===== src/gtm_defines.vh =====
// Constants for the gated 16-bit timer block
`ifndef GTM_DEFINES_VH
`define GTM_DEFINES_VH

// Register offsets on the plain register port
`define GTM_ADDR_W        4
`define GTM_REG_CTRL      4'h0
`define GTM_REG_GATE      4'h1
`define GTM_REG_CNT_LO    4'h2
`define GTM_REG_CNT_HI    4'h3
`define GTM_REG_FLAGS     4'h4

// Control register fields
`define GTM_CTRL_ON       0
`define GTM_CTRL_IRQ_EN   1
`define GTM_CTRL_ASYNC    2

// Gate register fields
`define GTM_GATE_EN       7
`define GTM_GATE_POL      6
`define GTM_GATE_TGL      5
`define GTM_GATE_SPM      4
`define GTM_GATE_GO       3
`define GTM_GATE_VAL      2
`define GTM_GATE_SS_HI    1
`define GTM_GATE_SS_LO    0

// Flag register fields
`define GTM_FLAG_OVF      0

// Gate source codes
`define GTM_SS_PIN        2'h0
`define GTM_SS_T8_OVF     2'h1
`define GTM_SS_AUX_MATCH  2'h2
`define GTM_SS_RSVD       2'h3

// Counter limits
`define GTM_CNT_MAX       16'hffff
`define GTM_CNT_ZERO      16'h0000
`define GTM_BYTE_ZERO     8'h00

`endif


===== src/gtm_timer.v =====
// Gated 16-bit timer with overflow flag, trigger reset and gate logic
//
// Overview of operation
// [RULE1] Count up to FFFF then wrap to zero
// [RULE2] Wrap sets sticky overflow flag until cleared
// [RULE3] Interrupt request only while enable set
// [RULE4] Special event trigger resets the counter
// [RULE5] Trigger reset ignored in asynchronous counter mode
// [RULE6] Software write beats simultaneous trigger reset
// [RULE7] Trigger reset never sets overflow flag; the code sets it when a tick at FFFF comes with the trigger
// [RULE8] Gate enable with selectable gate polarity
// [RULE9] Count on tick while gate permits, else hold
// [RULE10] Source select: pin, overflow, period match
// [RULE11] 8-bit overflow gives internal rising pulse
// [RULE12] Period match reset gives internal rising pulse
// [RULE13] Toggle flip-flop inverts on each rising edge
// [RULE14] Toggle bit clear holds flip-flop at zero
// [RULE15] Software sets single pulse, then go
// [RULE16] Go arms on rising edge, clears on falling
// [RULE17] After done, gate ignored until go again
// [RULE18] Clearing single pulse bit clears go
// [RULE19] Toggle and single pulse work together
// [RULE20] Gate level status readable, valid always
// [RULE21] Toggle mode status shows counting window
// [RULE22] Runs only with on and gate enable; the code also counts, ungated, with on set and gate enable clear
// [RULE23] Source code 11 drives gate inactive
//
// The implementer's own choices: the strobed register port and the placing of the registers.
`timescale 1ns/1ps
`default_nettype none
`include "gtm_defines.vh"

module gtm_timer #(
  parameter CNT_W = 16
) (
  // Clock and reset
  input  wire                   CLK,
  input  wire                   RSTN,
  // Register port
  input  wire [`GTM_ADDR_W-1:0] ADDR,
  input  wire [7:0]             WDATA,
  input  wire                   WR,
  input  wire                   RD,
  output reg  [7:0]             RDATA,
  // Timer clock tick, synchronous to CLK
  input  wire                   TICK,
  // Gate sources
  input  wire                   GATE_PIN,
  input  wire                   T8_OVF,
  input  wire                   AUX_MATCH_RST,
  // Special event trigger from the compare units
  input  wire                   SPECIAL_TRIG,
  // Status outputs
  output reg                    OVF_IRQ,
  output reg                    GATE_LEVEL
);

  reg             timer_on_r;
  reg             irq_en_r;
  reg             async_r;
  reg             gate_en_r;
  reg             gate_pol_r;
  reg             tgl_en_r;
  reg             spm_r;
  reg             go_r;
  reg  [1:0]      gss_r;
  reg             overflow_flag_r;
  reg  [CNT_W-1:0] cnt_r;
  reg  [CNT_W-1:0] cnt_nxt;
  reg             tgl_r;
  reg             src_d_r;
  reg             gv_d_r;
  reg             armed_r;
  reg             gate_src;
  reg             gate_val;
  reg  [7:0]      rd_nxt;
  wire            wr_lo;
  wire            wr_hi;
  wire            src_rise;
  wire            gate_raw;
  wire            gv_rise;
  wire            gv_fall;
  wire            gate_ok;
  wire            inc;
  wire            wrap;
  wire            ovf_clr;
  wire            gate_wr;

  assign wr_lo   = WR && (ADDR == `GTM_REG_CNT_LO);
  assign wr_hi   = WR && (ADDR == `GTM_REG_CNT_HI);
  assign gate_wr = WR && (ADDR == `GTM_REG_GATE);
  assign ovf_clr = WR && (ADDR == `GTM_REG_FLAGS) && !WDATA[`GTM_FLAG_OVF];

  // Source select; reserved code keeps the gate low
  always @* begin
    case (gss_r)
      `GTM_SS_PIN:       gate_src = GATE_PIN;
      // Source pulse from 8-bit overflow
      `GTM_SS_T8_OVF:    gate_src = T8_OVF;
      // Source pulse from period match
      `GTM_SS_AUX_MATCH: gate_src = AUX_MATCH_RST;
      // [RULE23] reserved source inactive
      default:           gate_src = 1'b0;
    endcase
  end

  // [RULE11] overflow pulse sourced
  // [RULE12] match pulse sourced
  assign src_rise = gate_src && !src_d_r;

  // [RULE13] toggle stage
  assign gate_raw = tgl_en_r ? tgl_r : gate_src;

  // [RULE8] polarity applied
  // [RULE19] toggle feeds pulse stage
  always @* begin
    gate_val = gate_pol_r ? gate_raw : !gate_raw;
    if (gss_r == `GTM_SS_RSVD) begin
      // [RULE23] reserved holds count while gate enabled
      gate_val = 1'b0;
    end
  end

  assign gv_rise = gate_val && !gv_d_r;
  assign gv_fall = !gate_val && gv_d_r;

  // [RULE16] window after arming
  // [RULE17] done blocks gate
  assign gate_ok = !gate_en_r ||
                   (spm_r ? (gate_val && (armed_r || (go_r && gv_rise)))
                          : gate_val);

  // [RULE22] on required; gate enable clear counts ungated
  // [RULE9] increment on tick
  assign inc  = timer_on_r && gate_ok && TICK;
  assign wrap = inc && (cnt_r == `GTM_CNT_MAX);

  // Counter next value; write beats trigger
  always @* begin
    cnt_nxt = cnt_r;
    if (wr_lo) begin
      // [RULE6] write takes precedence
      cnt_nxt = {cnt_r[CNT_W-1:8], WDATA};
    end else if (wr_hi) begin
      cnt_nxt = {WDATA, cnt_r[7:0]};
    end else if (SPECIAL_TRIG && !async_r) begin
      // [RULE4] trigger reset
      // [RULE5] not in async mode
      cnt_nxt = `GTM_CNT_ZERO;
    end else if (inc) begin
      // [RULE1] count and wrap
      cnt_nxt = cnt_r + 1'b1;
    end
  end

  // Read mux; unmapped offsets read zero
  always @* begin
    rd_nxt = `GTM_BYTE_ZERO;
    case (ADDR)
      `GTM_REG_CTRL: begin
        rd_nxt[`GTM_CTRL_ON]     = timer_on_r;
        rd_nxt[`GTM_CTRL_IRQ_EN] = irq_en_r;
        rd_nxt[`GTM_CTRL_ASYNC]  = async_r;
      end
      `GTM_REG_GATE: begin
        rd_nxt[`GTM_GATE_EN]  = gate_en_r;
        rd_nxt[`GTM_GATE_POL] = gate_pol_r;
        rd_nxt[`GTM_GATE_TGL] = tgl_en_r;
        rd_nxt[`GTM_GATE_SPM] = spm_r;
        rd_nxt[`GTM_GATE_GO]  = go_r;
        // [RULE20] live gate level
        rd_nxt[`GTM_GATE_VAL] = gate_val;
        rd_nxt[`GTM_GATE_SS_HI:`GTM_GATE_SS_LO] = gss_r;
      end
      `GTM_REG_CNT_LO: rd_nxt = cnt_r[7:0];
      `GTM_REG_CNT_HI: rd_nxt = cnt_r[CNT_W-1:8];
      `GTM_REG_FLAGS:  rd_nxt[`GTM_FLAG_OVF] = overflow_flag_r;
      default:         rd_nxt = `GTM_BYTE_ZERO;
    endcase
  end

  always @(posedge CLK or negedge RSTN) begin
    if (!RSTN) begin
      timer_on_r      <= 1'b0;
      irq_en_r        <= 1'b0;
      async_r         <= 1'b0;
      gate_en_r       <= 1'b0;
      gate_pol_r      <= 1'b0;
      tgl_en_r        <= 1'b0;
      spm_r           <= 1'b0;
      go_r            <= 1'b0;
      gss_r           <= `GTM_SS_PIN;
      overflow_flag_r <= 1'b0;
      cnt_r           <= `GTM_CNT_ZERO;
      tgl_r           <= 1'b0;
      src_d_r         <= 1'b0;
      gv_d_r          <= 1'b0;
      armed_r         <= 1'b0;
      RDATA           <= `GTM_BYTE_ZERO;
      OVF_IRQ         <= 1'b0;
      GATE_LEVEL      <= 1'b0;
    end else begin
      src_d_r <= gate_src;
      gv_d_r  <= gate_val;
      cnt_r   <= cnt_nxt;
      RDATA   <= RD ? rd_nxt : `GTM_BYTE_ZERO;

      if (WR && (ADDR == `GTM_REG_CTRL)) begin
        timer_on_r <= WDATA[`GTM_CTRL_ON];
        irq_en_r   <= WDATA[`GTM_CTRL_IRQ_EN];
        async_r    <= WDATA[`GTM_CTRL_ASYNC];
      end

      if (gate_wr) begin
        gate_en_r  <= WDATA[`GTM_GATE_EN];
        gate_pol_r <= WDATA[`GTM_GATE_POL];
        tgl_en_r   <= WDATA[`GTM_GATE_TGL];
        spm_r      <= WDATA[`GTM_GATE_SPM];
        gss_r      <= WDATA[`GTM_GATE_SS_HI:`GTM_GATE_SS_LO];
      end

      // [RULE14] toggle held clear
      if (!tgl_en_r) begin
        tgl_r <= 1'b0;
      end else if (src_rise) begin
        tgl_r <= !tgl_r;
      end

      // [RULE15] software arms go
      // [RULE18] pulse bit clears go
      if (gate_wr && !WDATA[`GTM_GATE_SPM]) begin
        go_r    <= 1'b0;
        armed_r <= 1'b0;
      end else if (gate_wr && WDATA[`GTM_GATE_GO] && spm_r) begin
        go_r    <= 1'b1;
        armed_r <= 1'b0;
      end else if (spm_r && go_r) begin
        // [RULE16] arm then done
        if (armed_r && gv_fall) begin
          go_r    <= 1'b0;
          armed_r <= 1'b0;
        end else if (gv_rise) begin
          armed_r <= 1'b1;
        end
      end else begin
        armed_r <= 1'b0;
      end

      // [RULE2] sticky flag, set wins
      // [RULE7] trigger alone never sets it; a tick at FFFF in the same cycle sets it
      if (wrap && (cnt_nxt == `GTM_CNT_ZERO)) begin
        overflow_flag_r <= 1'b1;
      end else if (ovf_clr) begin
        overflow_flag_r <= 1'b0;
      end

      // [RULE3] gated request
      OVF_IRQ <= irq_en_r && overflow_flag_r;
      // [RULE21] counting window shown
      GATE_LEVEL <= gate_val;
    end
  end

endmodule // gtm_timer
`default_nettype wire


===== config.mk =====
export PLATFORM = sky130hd
export DESIGN_NAME = gtm_timer
export DESIGN_NICKNAME = d
export VERILOG_FILES = /design/src/gtm_timer.v
export VERILOG_INCLUDE_DIRS = /design/src
export SDC_FILE = /design/constraint.sdc
export NUM_CORES = 1
export LEC_CHECK = 0
export BUFFER_PORTS_ARGS = -buffer_cell sky130_fd_sc_hd__buf_2
export CAP_MARGIN = 0
export CORE_MARGIN = 1.5
export CORE_UTILIZATION = 35
export CTS_CLUSTER_DIAMETER = 200
export DETAILED_ROUTE_END_ITERATION = 12
export GPL_TIMING_DRIVEN = 0
export PLACE_DENSITY_LB_ADDON = 0.05
export REMOVE_ABC_BUFFERS = 1
export SETUP_SLACK_MARGIN = 0.15
export SLEW_MARGIN = 20
export SYNTH_ARGS = -nofsm -noshare
export SYNTH_HDL_FRONTEND = slang
export SYNTH_SLANG_ARGS = --single-unit

===== constraint.sdc =====
create_clock -name CLK -period 2.5 [get_ports CLK]
set_clock_uncertainty 0.1 [all_clocks]
set_input_delay 0.25 -clock CLK [delete_from_list [all_inputs] [get_ports CLK]]
set_output_delay 0.25 -clock CLK [all_outputs]
set_load 0.005 [all_outputs]

==> metrics.csv, run 1 <==
stage;metric;value;unit
timing;relative slew slack;37.6;%
die;die width;83.4;um
global_routing;initial antenna violation count;0;
placement;Setup WS pre-CTS;-0.371;ns
global_routing;first-pass GRT wire length;10400;um
cts;clock sinks;40;
run_status;failing checks;hold timing;
layout;area occupied by multi-input gates;1260;um2
drt;DRT iter0 DRCs;105;
synthesis;sequential area share after synthesis;44.2;%
setup_path;Data required, critical path;2.61;ns
synthesis;Synthesis Warnings;0;
setup_path;reg2reg end;overflow_flag_r$_DFFE_PN0P_;
setup_path;CP startpoint kind;register;
setup_path;Worst setup startpoint;gss_r[0]$_DFFE_PN0P_;
cts;Clock Path Buffers;2;
synthesis;mapped cell area;2260;um2
die;Starting Density;35.8;%
cts;Clock Pin Slew Worst Setup and Hold Paths;0.08;ns
die;IO Count;31;
die;die extent in y;83.4;um
synthesis;Netlist cell types;47;
setup_path;CP Capture Type;register;
synthesis;Main synth FF type;dfrtp_1;
setup_path;Crit Path Class;reg -> reg;
placement;number of port buffers;30;
setup_path;Max FO, Critical Path;4;
cts;Root Driver;clkbuf_8;
layout;design area;2760;um2
layout;max reg flops;16;
drt;DR pass1 iterations;4;
placement;Routability Congestion;0.831;
layout;commonest non-fill, non-tap cell in the layout;dfrtp_1;
layout;Seq. cell area;1000;um2
flow_run;maxcap violations;0;
timing;RSZ-0062 raised after global routing;yes;
layout;Final Util;43.7;%
setup_path;Setup crit end;overflow_flag_r$_DFFE_PN0P_;
global_routing;vias in the first global route;1899;
drt;Detailed Route WL;6360;um
drt;DR vias;1961;
timing;Tmin final;2.50;ns
run_status;status;finished with violations;
layout;most frequent cells in the layout;dfrtp_1, buf_2, nand2_1;
layout;Top Registers;cnt_r (16), RDATA (8), gss_r (2);
layout;layout cells sized above 1;32.8;%
power_and_ir_drop;worst vdd ir;0.334;mV
placement;placed wire-length estimate;4500;um
global_routing;largest net degree at the start of global routing;41;
timing;worst hold slack;-0.0108;ns
global_routing;GRT Total Usage;19.1;%
drt;routed vias/inst;5.59;
layout;Post-Layout Cell Count;351;
die;Core Area;6310;um2
timing;Pins Over Slew Limit;0;
placement;placed insts;329;
power_and_ir_drop;Tot Pwr;1780;uW
placement;Area after DPL;2480;um2
setup_path;reg-to-reg slack, setup;0.004;ns
timing;Final Hold Viols;30;
synthesis;Seq cells post-synth;40;
synthesis;Cells after Synth;229;
die;row count;29;
timing;period utilisation layout;99.9;%
power_and_ir_drop;leak pwr;0.00122;uW
die;die area;6950;um2
timing;final setup vio count;0;
power_and_ir_drop;power per cell area;646;nW/um2
cts;CTS tree;done;
setup_path;Critical Path AT;2.61;ns
layout;Most flops, register;cnt_r;
layout;Final nets;295;
cts;CTS buffer count;5;
timing;PnR worst setup slack;0.00365;ns
setup_path;Worst R2R Start;gss_r[0]$_DFFE_PN0P_;
cts;worst-skew pair later-pin latency;0.30;ns
global_routing;GRT overflow;0;
setup_path;Reg2Reg Depth;8;
cts;H-tree level count;2;
timing;Worst-Margin Slew;0.936;ns
drt;Residual DRC;0;
drt;Post-DRT Antenna Nets;0;
timing;Max Freq;401;MHz
layout;# diodes;0;
hold_path;Worst Hold Class;in -> async;
synthesis;number of synthesized flops with an enable pin;0;
layout;Area Growth Syn to Fin;22.0;%
synthesis;Avg Inst Size Synth;9.88;um2
synthesis;asr flop ratio synth;100;%
layout;Filler cells;623;
drt;per-cell routed wire length;18.1;um
==> Yosys cell counts, types with 4 or more instances <==
cell type | n | share of area (%)
nor2b_1 | 6 | 1.7
nand2_1 | 26 | 4.3
o21ai_0 | 22 | 4.9
a21oi_1 | 8 | 1.8
xnor2_1 | 5 | 1.9
a22oi_1 | 6 | 2.0
inv_1 | 4 | 0.66
a31oi_1 | 5 | 1.4
and2_1 | 6 | 1.7
mux2_2 | 14 | 7.0
dfrtp_1 | 40 | 44
nor2_1 | 14 | 2.3
nand3_1 | 10 | 2.2
and3_1 | 9 | 2.5
clkbuf_1 | 5 | 0.83
==> layout make-up <==
| class | count | area share (%) |
|---|---|---|
| Clock buffer | 5 | 2.49 |
| Tap cell | 77 | 3.49 |
| Inverter | 4 | 0.544 |
| Clock inverter | 3 | 1.54 |
| Timing Repair Buffer | 44 | 9.66 |
| Sequential cell | 40 | 36.4 |
| Multi-Input combinational cell | 178 | 45.9 |
==> logic make-up after synthesis <==
kind of cell	synth area share, %
simple gates	20.5
xor+xnor	3.10
buf+inv	1.88
compound gates	18.0
fa+ha+maj	0.553
mux	11.7
flops	44.2
==> through the flow <==
step | hold slack [ns] | setup TNS [ns]
floorplan | -0.146 | 0
global placement | 0.348 | -0.686
detailed placement | 0.348 | -0.475
CTS | 0.0280 | -0.133
global route | 0.0554 | -0.141
finish | -0.0108 | 0
==> worst min path at each step <==
| stage | endpoint | slack [ns] | depth (start not counted) |
|---|---|---|---|
| floorplan | OVF_IRQ$_DFF_PN0_ | -0.15 | 0 |
| global placement | tgl_r$_DFFE_PN0P_ | 0.35 | 1 |
| detailed placement | tgl_r$_DFFE_PN0P_ | 0.35 | 1 |
| CTS | cnt_r[4]$_DFF_PN0_ | 0.03 | 1 |
| global route | src_d_r$_DFF_PN0_ | 0.06 | 1 |
| finish | tgl_r$_DFFE_PN0P_ | -0.01 | 1 |
==> power breakdown <==
group          switching, uW  leakage [uW]  internal, uW
clock                    245     0.0000541           296
combinational            213      0.000632           211
sequential              89.3      0.000531           728
==> routing by layer <==
layer,wire [um],up-vias,global-route usage (%)
li1,-,933,-
met1,2960,948,26.7
met2,2880,68,29.6
met3,372,12,3.48
met4,142,0,7.12
met5,0,-,0
==> worst max-delay path, stage by stage, from the launching register on <==
cell      delay (ns)
dfrtp_2         0.44
nand3b_1        0.19
o221ai_2        0.22
mux2_4          0.38
a21oi_2         0.15
xnor2_1         0.13
o21ai_1         0.09
or4_4           0.54
o31ai_2         0.17
==> what timing repair did <==
item,4_1_cts,5_1_grt
pin swaps,9,5
hold buffers,0,0
setup buffers,8,6
gates resized for setup,15,10
cloned,0,0
setup endpoints to repair,11,12
Power figures use the tool's default switching activity.
==> inputs of run 2 (changes only) <==
--- a/config.mk
+++ b/config.mk
@@ -9,7 +9,7 @@
 export BUFFER_PORTS_ARGS = -buffer_cell sky130_fd_sc_hd__buf_2
 export CAP_MARGIN = 0
 export CORE_MARGIN = 1.5
-export CORE_UTILIZATION = 35
+export CORE_UTILIZATION = 51
 export CTS_CLUSTER_DIAMETER = 200
 export DETAILED_ROUTE_END_ITERATION = 12
 export GPL_TIMING_DRIVEN = 0
==> metrics.csv, run 2 (synthesized netlist as in run 1, its figures left out) <==
stage;metric;value;unit;change
run_status;status;finished with violations;;unchanged
run_status;failing checks;hold timing, setup timing;;was hold timing
setup_path;Crit Path Class;reg -> reg;;unchanged
layout;Post-Layout Cell Count;323;;was 351
drt;Detailed Route WL;5760;um;was 6360 um
die;Starting Density;52.3;%;was 35.8%
timing;relative slew slack;41.3;%;was 37.6%
timing;Worst-Margin Slew;0.881;ns;was 0.936 ns
setup_path;Worst R2R Start;tgl_en_r$_DFFE_PN0P_;;was gss_r[0]$_DFFE_PN0P_
timing;Final Hold Viols;40;;was 30
timing;Tmin final;2.53;ns;was 2.50 ns
placement;number of port buffers;30;;unchanged
layout;Area Growth Syn to Fin;17.6;%;was 22.0%
die;die area;4840;um2;was 6950 um2
layout;max reg flops;16;;unchanged
placement;Routability Congestion;0.879;;was 0.831
layout;commonest non-fill, non-tap cell in the layout;dfrtp_1;;unchanged
timing;worst hold slack;-0.0253;ns;was -0.0108 ns
timing;PnR worst setup slack;-0.0265;ns;was 0.00365 ns
timing;Max Freq;396;MHz;was 401 MHz
cts;CTS tree;done;;unchanged
flow_run;maxcap violations;0;;unchanged
setup_path;Reg2Reg Depth;9;;was 8
timing;period utilisation layout;101;%;was 99.9%
setup_path;CP Capture Type;register;;unchanged
placement;placed insts;304;;was 329
global_routing;initial antenna violation count;0;;unchanged
setup_path;Setup crit end;overflow_flag_r$_DFFE_PN0P_;;unchanged
power_and_ir_drop;worst vdd ir;0.339;mV;was 0.334 mV
power_and_ir_drop;Tot Pwr;1660;uW;was 1780 uW
cts;worst-skew pair later-pin latency;0.29;ns;was 0.30 ns
layout;# diodes;0;;unchanged
die;row count;24;;was 29
die;IO Count;31;;unchanged
global_routing;GRT Total Usage;24.7;%;was 19.1%
drt;DRT iter0 DRCs;161;;was 105
layout;layout cells sized above 1;31.0;%;was 32.8%
timing;RSZ-0062 raised after global routing;yes;;unchanged
power_and_ir_drop;power per cell area;623;nW/um2;was 646 nW/um2
cts;clock sinks;40;;unchanged
layout;Final nets;293;;was 295
cts;Root Driver;clkbuf_8;;unchanged
setup_path;reg-to-reg slack, setup;-0.03;ns;was 0.004 ns
setup_path;Max FO, Critical Path;5;;was 4
drt;routed vias/inst;6.08;;was 5.59
timing;Pins Over Slew Limit;0;;unchanged
placement;placed wire-length estimate;3980;um;was 4500 um
drt;DR vias;1965;;was 1,961
drt;per-cell routed wire length;17.8;um;was 18.1 um
global_routing;first-pass GRT wire length;9230;um;was 10,400 um
drt;Post-DRT Antenna Nets;0;;unchanged
cts;CTS buffer count;5;;unchanged
global_routing;largest net degree at the start of global routing;41;;unchanged
setup_path;CP startpoint kind;register;;unchanged
global_routing;GRT overflow;0;;unchanged
timing;final setup vio count;1;;was 0
cts;H-tree level count;2;;unchanged
drt;Residual DRC;0;;unchanged
cts;# hold bufs at CTS;0;;unchanged
layout;Most flops, register;cnt_r;;unchanged
layout;most frequent cells in the layout;dfrtp_1, buf_2, nand2_1;;unchanged
die;die extent in y;69.6;um;was 83.4 um
layout;Top Registers;cnt_r (16), RDATA (8), gss_r (2);;unchanged
die;die width;69.6;um;was 83.4 um
setup_path;Data required, critical path;2.60;ns;was 2.61 ns
setup_path;reg2reg end;overflow_flag_r$_DFFE_PN0P_;;unchanged
drt;DR pass1 iterations;5;;was 4
layout;Filler cells;385;;was 623
setup_path;Critical Path AT;2.63;ns;was 2.61 ns
die;Core Area;4320;um2;was 6310 um2
cts;Clock Pin Slew Worst Setup and Hold Paths;0.07;ns;was 0.08 ns
power_and_ir_drop;leak pwr;0.00119;uW;was 0.00122 uW
cts;Clock Path Buffers;2;;unchanged
hold_path;Worst Hold Class;in -> async;;unchanged
global_routing;vias in the first global route;1810;;was 1,899
setup_path;Worst setup startpoint;tgl_en_r$_DFFE_PN0P_;;was gss_r[0]$_DFFE_PN0P_
placement;Setup WS pre-CTS;-0.287;ns;was -0.371 ns
[run 2: critical path, stage by stage (launching register included)]
cell      delay, ns
dfrtp_2        0.45
or2_1          0.23
o221ai_2       0.18
mux2_4         0.38
nand2_4        0.09
and3_4         0.20
buf_6          0.11
a41oi_1        0.11
a221o_1        0.34
o31ai_2        0.24
[run 2: power breakdown]
group          switching [uW]  total [uW]  internal (uW)
clock network             215         405            190
logic                     210         432            222
registers                90.6         819            729
total                     516        1660           1140
[run 2: cell type report]
class / instances / area, um2 / share of cell area (%)
repair buffers: 42 / 248 / 9.31
multi-input cells: 178 / 1250 / 47.0
well taps: 52 / 65.1 / 2.45
flip-flops and latches: 40 / 1000 / 37.8
inverters: 4 / 15.0 / 0.564
clock inverters: 1 / 5.00 / 0.188
clock buffers: 6 / 72.6 / 2.73
[run 2: how the worst min path moves through the flow]
stage          start            endpoint  slack (ns)
3_3_place_gp    RSTN   tgl_r$_DFFE_PN0P_        0.32
2_1_floorplan   RSTN   OVF_IRQ$_DFF_PN0_       -0.15
5_1_grt         RSTN   tgl_r$_DFFE_PN0P_        0.05
3_5_place_dp    RSTN   tgl_r$_DFFE_PN0P_        0.33
6_report        RSTN  RDATA[7]$_DFF_PN0_       -0.03
4_1_cts         RSTN  cnt_r[6]$_DFF_PN0_       0.006
[run 2: through the flow]
stage,area [um2],utilization (%),hold WS [ns],TNS (ns)
after floorplan,2230,-,-0.146,0
after global placement,2450,56.7,0.320,-0.355
after detailed placement,2450,56.7,0.326,-0.365
after CTS,2600,60.2,0.00551,-0.0836
after global routing,2660,61.5,0.0485,-0.279
final,2660,61.5,-0.0253,-0.0265
[run 2: what timing repair did]
item / in CTS / in global routing
setup buffers: 8 / 4
pin swaps: 7 / 4
gates resized for setup: 11 / 9
endpoints found under the setup margin: 7 / 12
[run 2: per-layer routing]
metal	share of wire [%]	track usage [%]	routed length [um]
met4	1.9	9.37	110
met2	48	40.2	2750
met3	6.4	3.49	371
met5	0	0	0
met1	44	33.6	2530
==> inputs of run 3 (changes only) <==
--- a/config.mk
+++ b/config.mk
@@ -8,6 +8,7 @@
 export LEC_CHECK = 0
 export BUFFER_PORTS_ARGS = -buffer_cell sky130_fd_sc_hd__buf_2
 export CAP_MARGIN = 0
+export CORE_ASPECT_RATIO = 1.5
 export CORE_MARGIN = 1.5
 export CORE_UTILIZATION = 51
 export CTS_CLUSTER_DIAMETER = 200
==> metrics.csv, run 3 (synthesized netlist as in run 1, its figures left out) <==
stage;metric;value;unit;change
run_status;status;finished with violations;;unchanged
run_status;failing checks;hold timing, setup timing;;unchanged
drt;Residual DRC;0;;unchanged
die;die area;4850;um2;was 4840 um2
timing;Max Freq;388;MHz;was 396 MHz
setup_path;Critical Path AT;2.69;ns;was 2.63 ns
cts;CTS buffer count;5;;unchanged
power_and_ir_drop;clock share of power;26.3;%;was 24.4%
die;Starting Density;53.3;%;was 52.3%
setup_path;CP startpoint kind;register;;unchanged
timing;Final TNS setup;-0.0797;ns;was -0.0265 ns
die;row count;29;;was 24
placement;placed insts;298;;was 304
cts;H-tree level count;2;;unchanged
power_and_ir_drop;leak pwr;0.00120;uW;was 0.00119 uW
timing;Tmin final;2.58;ns;was 2.53 ns
cts;worst-skew pair later-pin latency;0.29;ns;about the same
layout;Post-Layout Cell Count;319;;was 323
cts;Clock Pin Slew Worst Setup and Hold Paths;0.08;ns;was 0.07 ns
timing;period utilisation layout;103;%;was 101%
die;IO Count;31;;unchanged
power_and_ir_drop;Combinational Power Share;26.3;%;was 26.1%
layout;Filler cells;368;;was 385
die;Core Area;4250;um2;was 4320 um2
setup_path;Top delay family on crit path;simple AND/OR/NAND/NOR gates;;was compound AO/OA/AOI/OAI gates
global_routing;GRT Total Usage;24.8;%;was 24.7%
cts;clock sinks;40;;unchanged
layout;Top Registers;cnt_r (16), RDATA (8), gss_r (2);;unchanged
drt;routed vias/inst;6.22;;was 6.08
cts;CTS tree;done;;unchanged
timing;Pins Over Slew Limit;0;;unchanged
drt;Post-DRT Antenna Nets;0;;unchanged
drt;per-cell routed wire length;18.4;um;was 17.8 um
die;die extent in y;84.6;um;was 69.6 um
setup_path;Critical Path Max Stage Delay;0.56;ns;was 0.45 ns
hold_path;Worst Hold Class;in -> async;;unchanged
layout;Final nets;294;;was 293
global_routing;largest net degree at the start of global routing;41;;unchanged
setup_path;Max stage delay cell, worst path;or4_4;;was dfrtp_2
drt;DR pass1 iterations;4;;was 5
drt;DRT iter0 DRCs;58;;was 161
layout;Most flops, register;cnt_r;;unchanged
cts;# hold bufs at CTS;0;;unchanged
layout;commonest non-fill, non-tap cell in the layout;dfrtp_1;;unchanged
timing;PnR worst setup slack;-0.0797;ns;was -0.0265 ns
setup_path;CP Capture Type;register;;unchanged
die;die width;57.4;um;was 69.6 um
timing;relative slew slack;39.8;%;was 41.3%
setup_path;Data required, critical path;2.61;ns;was 2.60 ns
timing;Final Hold Viols;29;;was 40
layout;Area Growth Syn to Fin;20.2;%;was 17.6%
placement;number of port buffers;30;;unchanged
global_routing;initial antenna violation count;0;;unchanged
flow_run;maxcap violations;0;;unchanged
power_and_ir_drop;power per cell area;629;nW/um2;was 623 nW/um2
placement;placed wire-length estimate;4070;um;was 3980 um
power_and_ir_drop;switching power share of the total;30.9;%;was 31.2%
global_routing;vias in the first global route;1883;;was 1,810
setup_path;CP bufs+invs;0;;was 1
timing;final setup vio count;1;;unchanged
setup_path;cells along the critical path;nand3b_1 > o221ai_2 > mux2_4 > nand2_4 > and3_4 > nand3_1 > or4_4 > o31ai_4;;was or2_1 > o221ai_2 > mux2_4 > nand2_4 > and3_4 > buf_6 > a41oi_1 > a221o_1 > o31ai_2
power_and_ir_drop;switching power;529;uW;was 516 uW
power_and_ir_drop;worst vdd ir;0.428;mV;was 0.339 mV
setup_path;Max FO, Critical Path;6;;was 5
global_routing;GRT overflow;0;;unchanged
layout;# diodes;0;;unchanged
timing;Worst-Margin Slew;0.904;ns;was 0.881 ns
drt;DR vias;1983;;was 1,965
timing;RSZ-0062 raised after global routing;yes;;unchanged
setup_path;Crit Path Class;reg -> reg;;unchanged
cts;Clock Path Buffers;2;;unchanged
global_routing;first-pass GRT wire length;9220;um;was 9230 um
drt;Detailed Route WL;5870;um;was 5760 um
layout;layout cells sized above 1;33.0;%;was 31.0%
timing;worst hold slack;-0.0182;ns;was -0.0253 ns
power_and_ir_drop;register share of total power;47.5;%;was 49.5%
layout;most frequent cells in the layout;dfrtp_1, buf_2, nand2_1;;unchanged
power_and_ir_drop;Internal Power;1180;uW;was 1140 uW
cts;Root Driver;clkbuf_8;;unchanged
layout;max reg flops;16;;unchanged
placement;Routability Congestion;0.900;;was 0.879
-- run 3: per-stage QoR --
stage               utilization, %  total power, uW  area [um2]  worst slack (ns)  hold WS (ns)
floorplan                        -             1050        2230            0.0295        -0.146
global placement              57.5             1180        2440            -0.366         0.315
detailed placement            57.6             1190        2440            -0.294         0.320
CTS                           62.0             1700        2630           -0.0934       0.00647
global route                  64.1             1790        2720            -0.188        0.0650
finish                        64.1             1710        2720           -0.0797       -0.0182
-- run 3: area by class of cell --
| cell class | count | area, um2 | share of cell area, % |
|---|---|---|---|
| well taps | 46 | 57.6 | 2.12 |
| clock buffers | 8 | 90.1 | 3.31 |
| inverters | 4 | 15.0 | 0.552 |
| flip-flops and latches | 40 | 1000 | 36.9 |
| repair buffers | 43 | 255 | 9.38 |
| multi-input cells | 178 | 1300 | 47.7 |
-- run 3: power by group through the flow --
stage / registers [uW] / logic (uW) / clock network [uW]
after global placement: 831 / 353 / 0
after CTS: 810 / 433 / 456
after detailed placement: 832 / 359 / 0
after floorplan: 802 / 249 / 0
after global routing: 824 / 492 / 472
final: 812 / 449 / 449
-- run 3: final timing paths --
check                                           from                     endpoint  slack (ns)  cells after the start
worst min register to register  irq_en_r$_DFFE_PN0P_            OVF_IRQ$_DFF_PN0_        0.42                      1
worst min-delay path                            RSTN            tgl_r$_DFFE_PN0P_       -0.02                      1
max in group asynchronous                       RSTN         gss_r[1]$_DFFE_PN0P_        1.69                      1
worst max-delay path            gss_r[0]$_DFFE_PN0P_  overflow_flag_r$_DFFE_PN0P_       -0.08                      8
min in group CLK                             ADDR[3]           RDATA[0]$_DFF_PN0_        0.07                      2
worst max register to register  gss_r[0]$_DFFE_PN0P_  overflow_flag_r$_DFFE_PN0P_       -0.08                      8
-- run 3: layer usage --
layer | track usage (%) | share of wire [%] | up-vias
li1 | - | - | 929
met1 | 31.3 | 42 | 975
met2 | 42.3 | 52 | 61
met3 | 3.39 | 3.5 | 18
met4 | 9.30 | 2.7 | 0
met5 | 0 | 0 | -
-- run 3: timing repair --
| action | in CTS | in global routing |
|---|---|---|
| resized for setup | 10 | 15 |
| setup endpoints to repair | 7 | 6 |
| buffers inserted | 9 | 4 |
| endpoints found under the hold margin | 0 | 0 |
| pin swaps | 7 | 9 |
